$ cat src/core/alc_pkg.sv
package alc_pkg;

	// ==========================================================
	// Register map (byte addresses)
	// ==========================================================
	localparam logic [15:0] ALC_CTRL_SET_OFS = 16'hF700;
	localparam logic [15:0] ALC_CTRL_CLR_OFS = 16'hF704;
	localparam logic [15:0] ALC_HALT_STS_OFS = 16'hF708;
	localparam logic [15:0] ALC_INT_STS_OFS = 16'hF710;
	localparam logic [15:0] ALC_INT_MASK_OFS = 16'hF714;

	// ==========================================================
	// Control register fields
	// ==========================================================
	localparam int ALC_AUDIO_RX_EHALT_BIT = 20;
	localparam int ALC_SURR_TX_EHALT_BIT = 17;
	localparam int ALC_PCM_TX_EHALT_BIT = 16;
	localparam int ALC_MODEM_RX_DMA_BIT = 15;
	localparam int ALC_MODEM_TX_DMA_BIT = 14;
	localparam int ALC_AUDIO_RX_DMA_BIT = 12;
	localparam int ALC_LOWFREQ_TX_DMA_BIT = 11;
	localparam int ALC_CENTER_TX_DMA_BIT = 10;
	localparam int ALC_SURR_TX_DMA_BIT = 9;
	localparam int ALC_PCM_TX_DMA_BIT = 8;
	localparam int ALC_CODEC_RDY_CLR_BIT = 5;
	localparam int ALC_RX_SRC_SEL_BIT = 4;
	// Bits that hold state; everything else reads zero
	localparam logic [31:0] ALC_CTRL_MASK = 32'h0013DF10;
	localparam logic [31:0] ALC_CTRL_RESET = 32'h00000000;

	// ==========================================================
	// Channel numbering and side registers
	// ==========================================================
	localparam int ALC_NCH = 7;
	localparam int ALC_CH_PCM_TX = 0;
	localparam int ALC_CH_SURR_TX = 1;
	localparam int ALC_CH_AUDIO_RX = 4;
	localparam logic [6:0] ALC_CH_RESET = 7'h00;
	localparam logic [2:0] ALC_INT_RESET = 3'h0;

	// Per-channel inputs from the FIFO side
	typedef struct packed
	{
		logic [6:0] req;
		logic [6:0] err;
	} alc_chan_in_t;

endpackage

$ cat src/core/alc_ctrl_set.sv
`timescale 1ns/1ns

// Behaviour
// - Surround tx underrun with its halt enable set stops surround DMA requests.
// - PCM tx underrun with its halt enable set stops PCM DMA requests.
// - Bit 15 modem rx DMA enable: write one sets, zero ignored, readable.
// - Bit 14 modem tx DMA enable: set-only, readable.
// - Bit 12 audio rx DMA enable: set-only, readable.
// - Bit 11 low-frequency tx DMA enable: set-only, readable.
// - Bit 10 center tx DMA enable: set-only, readable.
// - Bit 9 surround tx DMA enable: set-only, readable.
// - Bit 8 PCM tx DMA enable: set-only, readable.
// - Bit 5 write-only; writing one clears both codec ready flags.
// - Bit 4 picks rx source: zero PCM slots 3 and 4, one mic slot 6.
// - Audio rx overrun with its halt enable set stops audio rx requests.
// - All fields reset to zero.
// - Companion clear register disables each field individually.
module alc_ctrl_set #(
	parameter int ADDR_W = 16
) (
	input wire logic pclk,
	input wire logic presetn,
	input wire logic psel,
	input wire logic penable,
	input wire logic pwrite,
	input wire logic [ADDR_W-1:0] paddr,
	input wire logic [31:0] pwdata,
	output logic pready,
	output logic pslverr,
	output logic [31:0] prdata,
	input wire alc_pkg::alc_chan_in_t chan_in,
	output logic [6:0] dma_req,
	output logic codec_ready_clear,
	output logic rx_source_select,
	output logic irq
);

	// ==========================================================
	// Elaboration checks
	// ==========================================================
	if (ADDR_W < 16 || ADDR_W > 32)
	begin : g_bad_addr_w
		$error("ADDR_W must lie between 16 and 32");
	end

	// ==========================================================
	// State
	// ==========================================================
	typedef struct packed
	{
		logic [31:0] ctrl;
		logic [6:0] halted;
		logic [2:0] int_sts;
		logic [2:0] int_mask;
		logic [6:0] dma_req;
		logic pready;
		logic pslverr;
		logic [31:0] prdata;
		logic rdy_clr;
		logic irq;
	} alc_state_t;

	alc_state_t st_r;
	alc_state_t st_nxt;

	// Channel enables in channel order
	function automatic logic [6:0] chan_en(input logic [31:0] c);
		chan_en = {c[alc_pkg::ALC_MODEM_RX_DMA_BIT],
			c[alc_pkg::ALC_MODEM_TX_DMA_BIT],
			c[alc_pkg::ALC_AUDIO_RX_DMA_BIT:alc_pkg::ALC_PCM_TX_DMA_BIT]};
	endfunction

	// Error-halt enables in channel order; only three channels have one
	function automatic logic [6:0] halt_en(input logic [31:0] c);
		halt_en = 7'h00;
		halt_en[alc_pkg::ALC_CH_PCM_TX] = c[alc_pkg::ALC_PCM_TX_EHALT_BIT];
		halt_en[alc_pkg::ALC_CH_SURR_TX] = c[alc_pkg::ALC_SURR_TX_EHALT_BIT];
		halt_en[alc_pkg::ALC_CH_AUDIO_RX] =
			c[alc_pkg::ALC_AUDIO_RX_EHALT_BIT];
	endfunction

	// Address match on the low 16 bits, upper bits must be zero
	function automatic logic hit(input logic [ADDR_W-1:0] a,
		input logic [15:0] ofs);
		hit = (a == ADDR_W'(ofs));
	endfunction

	logic acc_done;
	logic wr_done;
	logic clr_wr;
	logic mapped;
	logic [6:0] en_nxt;
	logic [6:0] halt_ev;
	logic [31:0] wmask;

	// Access completes at the edge where pready is seen high
	assign acc_done = psel && penable && st_r.pready;
	assign wr_done = acc_done && pwrite;
	assign clr_wr = wr_done && hit(paddr, alc_pkg::ALC_CTRL_CLR_OFS);
	assign wmask = pwdata & alc_pkg::ALC_CTRL_MASK;
	assign mapped = hit(paddr, alc_pkg::ALC_CTRL_SET_OFS) ||
		hit(paddr, alc_pkg::ALC_CTRL_CLR_OFS) ||
		hit(paddr, alc_pkg::ALC_HALT_STS_OFS) ||
		hit(paddr, alc_pkg::ALC_INT_STS_OFS) ||
		hit(paddr, alc_pkg::ALC_INT_MASK_OFS);

	// ==========================================================
	// Next-state logic
	// ==========================================================
	always_comb
	begin
		st_nxt = st_r;
		st_nxt.rdy_clr = 1'b0;
		// Set-only writes; zero bits leave fields alone
		if (wr_done && hit(paddr, alc_pkg::ALC_CTRL_SET_OFS))
		begin
			// Enables only ever gain bits here
			st_nxt.ctrl = st_r.ctrl | wmask;
			// Write-only pulse, never stored
			st_nxt.rdy_clr = pwdata[alc_pkg::ALC_CODEC_RDY_CLR_BIT];
		end
		// Companion clear register
		if (wr_done && hit(paddr, alc_pkg::ALC_CTRL_CLR_OFS))
		begin
			st_nxt.ctrl = st_r.ctrl & ~wmask;
		end
		if (wr_done && hit(paddr, alc_pkg::ALC_INT_MASK_OFS))
		begin
			st_nxt.int_mask = pwdata[2:0];
		end
		en_nxt = chan_en(st_nxt.ctrl);
		// A halt needs the channel running and the error this cycle
		halt_ev = chan_en(st_r.ctrl) & halt_en(st_r.ctrl) & chan_in.err &
			~st_r.halted;
		// Halt sticks until the enable drops
		st_nxt.halted = en_nxt & (st_r.halted | halt_ev);
		st_nxt.dma_req = chan_in.req & en_nxt & ~st_nxt.halted;
		// Sticky events, W1C; a new event beats a same-cycle clear
		if (wr_done && hit(paddr, alc_pkg::ALC_INT_STS_OFS))
		begin
			st_nxt.int_sts = st_r.int_sts & ~pwdata[2:0];
		end
		st_nxt.int_sts = st_nxt.int_sts |
			{halt_ev[alc_pkg::ALC_CH_AUDIO_RX],
			halt_ev[alc_pkg::ALC_CH_SURR_TX],
			halt_ev[alc_pkg::ALC_CH_PCM_TX]};
		st_nxt.irq = |(st_nxt.int_sts & st_nxt.int_mask);
		// One wait state: pready rises the cycle after the first access-phase cycle
		st_nxt.pready = psel && penable && !st_r.pready;
		st_nxt.pslverr = psel && penable && !st_r.pready && !mapped;
		st_nxt.prdata = 32'h00000000;
		if (psel && penable && !st_r.pready && !pwrite)
		begin
			if (hit(paddr, alc_pkg::ALC_CTRL_SET_OFS))
			begin
				st_nxt.prdata = st_r.ctrl;
			end
			else if (hit(paddr, alc_pkg::ALC_HALT_STS_OFS))
			begin
				st_nxt.prdata = {25'h0000000, st_r.halted};
			end
			else if (hit(paddr, alc_pkg::ALC_INT_STS_OFS))
			begin
				st_nxt.prdata = {29'h00000000, st_r.int_sts};
			end
			else if (hit(paddr, alc_pkg::ALC_INT_MASK_OFS))
			begin
				st_nxt.prdata = {29'h00000000, st_r.int_mask};
			end
			else
			begin
				st_nxt.prdata = 32'h00000000;
			end
		end
	end

	// ==========================================================
	// State register
	// ==========================================================
	// Everything resets to zero, all DMA and halts off
	always_ff @(posedge pclk or negedge presetn)
	begin
		if (!presetn)
		begin
			st_r.ctrl <= alc_pkg::ALC_CTRL_RESET;
			st_r.halted <= alc_pkg::ALC_CH_RESET;
			st_r.int_sts <= alc_pkg::ALC_INT_RESET;
			st_r.int_mask <= alc_pkg::ALC_INT_RESET;
			st_r.dma_req <= alc_pkg::ALC_CH_RESET;
			st_r.pready <= 1'b0;
			st_r.pslverr <= 1'b0;
			st_r.prdata <= 32'h00000000;
			st_r.rdy_clr <= 1'b0;
			st_r.irq <= 1'b0;
		end
		else
		begin
			st_r <= st_nxt;
		end
	end

	// Outputs straight from flops
	assign pready = st_r.pready;
	assign pslverr = st_r.pslverr;
	assign prdata = st_r.prdata;
	assign dma_req = st_r.dma_req;
	assign codec_ready_clear = st_r.rdy_clr;
	assign rx_source_select = st_r.ctrl[alc_pkg::ALC_RX_SRC_SEL_BIT];
	assign irq = st_r.irq;
endmodule // alc_ctrl_set

$ cat config.mk
export PLATFORM = sky130hd
export DESIGN_NAME = alc_ctrl_set
export DESIGN_NICKNAME = d
export VERILOG_FILES = /design/src/core/alc_pkg.sv /design/src/core/alc_ctrl_set.sv
export SDC_FILE = /design/constraint.sdc
export NUM_CORES = 1
export LEC_CHECK = 0
export BUFFER_PORTS_ARGS = -buffer_cell sky130_fd_sc_hd__buf_2
export CORE_MARGIN = 3
export CORE_UTILIZATION = 50
export CTS_CLUSTER_DIAMETER = 50
export DETAILED_ROUTE_END_ITERATION = 6
export GPL_TIMING_DRIVEN = 1
export HOLD_SLACK_MARGIN = 0.1
export PLACE_DENSITY = 0.87
export SYNTH_ARGS = -nofsm -noshare
export SYNTH_HDL_FRONTEND = slang
export SYNTH_SLANG_ARGS = --single-unit
$ cat constraint.sdc
create_clock -name pclk -period 3.2 [get_ports pclk]
set_clock_uncertainty 0.15 [all_clocks]
set_input_delay 0.64 -clock pclk [delete_from_list [all_inputs] [get_ports pclk]]
set_output_delay 0.64 -clock pclk [all_outputs]
set_load 0.03 [all_outputs]
==> results.sh <==
export IMPL_status="finished clean"
export IMPL_cts_buffers=5
export IMPL_grt_max_degree=39
export IMPL_p_leak_uw=0.00148
export IMPL_ys_seq_area_share_pct=54.3
export IMPL_yosysWarnings=0
export IMPL_fin_nets=335
export IMPL_place_ws_ns=0.102
export IMPL_drt_total_wl_um=4650
export IMPL_cts_resized=0
export IMPL_path_class="input port to flip-flop"
export IMPL_timing_max_cap_violations=0
export IMPL_fp_dieArea_um2=5660
export IMPL_vias=1673
export IMPL_busiest_layer="met2"
export IMPL_htreeDepth=2
export IMPL_via_per_inst=5.21
export IMPL_drc=0
export IMPL_ir_drop_v=0.000280
export IMPL_synth_top_area_share_pct=54.3
export IMPL_area_sequential_um2=1300
export IMPL_crit_arrival_ns=2.84
export IMPL_whs_ns=0.358
export IMPL_synth_top_area_cell="dfrtp_1"
export IMPL_syn_avg_cell_area_um2=11.2
export IMPL_rsz0062_at_grt="false"
export IMPL_clk_pin_slew_ns=0.09
export IMPL_synthTopCellsByArea="dfrtp_1 54%, buf_4 13%, and3_1 4.4%"
export IMPL_drt_iter0_drc=87
export IMPL_gp_congestion=0.882
export IMPL_period_minus_slack_ns=2.81
export IMPL_grt_pass1_vias=1574
export IMPL_initial_core_util_pct=53.2
export IMPL_post_synth_inst_count=213
export IMPL_drive_gt1_share_pct=37.2
export IMPL_grtUsageMet3_pct=3.87
export IMPL_hp_class="flip-flop to flip-flop"
export IMPL_use_met1_pct=21.9
export IMPL_cts_setup_buffers=0
export IMPL_wl_per_cell_um=14.5
export IMPL_powerDensity_nw_per_um2=409
export IMPL_cp_data_required_time_ns=3.23
export IMPL_n_antenna_cell=0
export IMPL_post_dp_hpwl_um=3560
export IMPL_dieWidth_um=75.2
export IMPL_finalSetupViolCount=0
export IMPL_setup_ws_ns=0.393
export IMPL_fillCellCount=391
export IMPL_synth_edf_count=0
export IMPL_clkSinkCount=52
export IMPL_ios=111
export IMPL_cts_tree="yes"
export IMPL_multi_input_area_um2=802
export IMPL_root_buffer="clkbuf_8"
export IMPL_overflow=0
export IMPL_timing_fmax_mhz=356
export IMPL_crit_fanout=10
export IMPL_antenna_found_initial=0
export IMPL_fin_crit_sh_pct=87.7
export IMPL_startpoint_type="input port"
export IMPL_core_um2=4500
export IMPL_grt_use_met2_pct=28.3
export IMPL_async_flop_share_pct=100
export IMPL_ys_types=36
export IMPL_port_buffers=74
export IMPL_ys_ff_latch=52
export IMPL_endpoint_kind="flip-flop"
export IMPL_area_growth_synth_to_final_pct=12.4
export IMPL_finalHoldViolCount=0
export IMPL_first_pass_iters=4
export IMPL_fin_tns_setup_ns=0
export IMPL_hold_buffers=1
export IMPL_grt_pass1_wl_um=7240
export IMPL_grtUsageTotal_pct=17.0
export IMPL_clock_latency_ns=0.29
export IMPL_die_y_um=75.2
export IMPL_ys_flop_type="dfrtp_1"
export IMPL_slew_viol_final=0
export IMPL_synth_area_um2=2400
export IMPL_rows=24
export IMPL_final_antenna_net_count=0
export IMPL_cts_buffer_depth=2
[metal layers]
layer / part of all wire (%) / wire [um]
met1: 42 / 1940
met2: 51 / 2360
met3: 6.3 / 293
met4: 1.3 / 60
met5: 0 / 0
[critical path, stage by stage]
cell     delay (ns)
buf_2          0.10
or4b_4         0.53
or4_1          0.72
nor4b_4        0.34
buf_4          0.26
a21oi_2        0.09
and2_1         0.16
[path summary, 6_finish.rpt]
| kind | to | cells after the start | startpoint | slack (ns) |
|---|---|---|---|---|
| worst max register to register | irq | 5 | pready | 1.37 |
| max in group asynchronous | st_r[72] | 3 | presetn | 1.51 |
| worst min register to register | st_r[52] | 1 | st_r[52] | 0.36 |
| worst max-delay path | st_r[52] | 7 | paddr[5] | 0.39 |
| min in group asynchronous | pslverr | 2 | presetn | 0.63 |
| worst min-delay path | st_r[52] | 1 | st_r[52] | 0.36 |
[kinds of logic after synthesis]
| family | count (synthesis) | synth area share (%) |
|---|---|---|
| flops | 52 | 54.3 |
| other cells | 1 | 0.157 |
| compound gates | 43 | 12.4 |
| mux | 3 | 1.41 |
| simple gates | 64 | 17.3 |
| buf+inv | 50 | 14.4 |
[cell usage in the layout, fill, tap and decap left out, drive strengths merged, types with 4 or more instances in the layout]
cell and instances:
nor2 6, o21ai 8, a21oi 15, buf 80, nand2 4, a31oi 10, and2 5, clkbuf 6
and3b 4, dfrtp 52, nor2b 4, nor3 4, nand3 5, a22oi 5, and3 17, conb 15
[area by class of cell]
type	instances	share of cell area (%)
Clock buffer	6	2.69
Clock inverter	2	0.604
Inverter	3	0.418
Multi-Input combinational cell	125	29.8
Sequential cell	52	48.3
Tap cell	52	2.42
Timing Repair Buffer	81	15.8
[state kept, by name, summed over array words and instances (netlist names)]
signal and cells:
st_r 23, prdata 17, dma_req 7, codec_ready_clear 1
irq 1, pready 1, pslverr 1, rx_source_select 1
[cells in the mapped netlist (all sizes together) (2+ instances only)]
| cell type | number |
|---|---|
| and4 | 2 |
| and2 | 5 |
| and3b | 4 |
| buf | 42 |
| mux2 | 3 |
| nor3 | 4 |
| nand3 | 5 |
| nor4 | 2 |
| nand4b | 2 |
| dfrtp | 52 |
| a21oi | 15 |
| and3 | 17 |
| a31oi | 10 |
| nor2 | 6 |
| clkbuf | 5 |
| nor2b | 4 |
| inv | 3 |
| o41ai | 3 |
| nand4 | 2 |
| o21ai | 8 |
| nand2 | 4 |
| or3 | 2 |
| a22oi | 5 |
[report_power, final]
| part | switching [uW] | total, uW | internal [uW] | leakage [uW] |
|---|---|---|---|---|
| registers | 1.19 | 659 | 658 | 0.000725 |
| logic | 61.8 | 89.2 | 27.4 | 0.000715 |
| clock network | 198 | 354 | 156 | 0.0000414 |
[metrics by stage]
stage	utilization, %	area (um2)	total power, uW	cells
floorplan	-	2450	726	227
global placement	57.6	2590	759	312
detailed placement	57.6	2590	761	312
CTS	59.8	2690	1110	321
global route	59.8	2690	1150	321
finish	59.8	2690	1100	321
No activity file was read; power rests on OpenSTA's default activity.
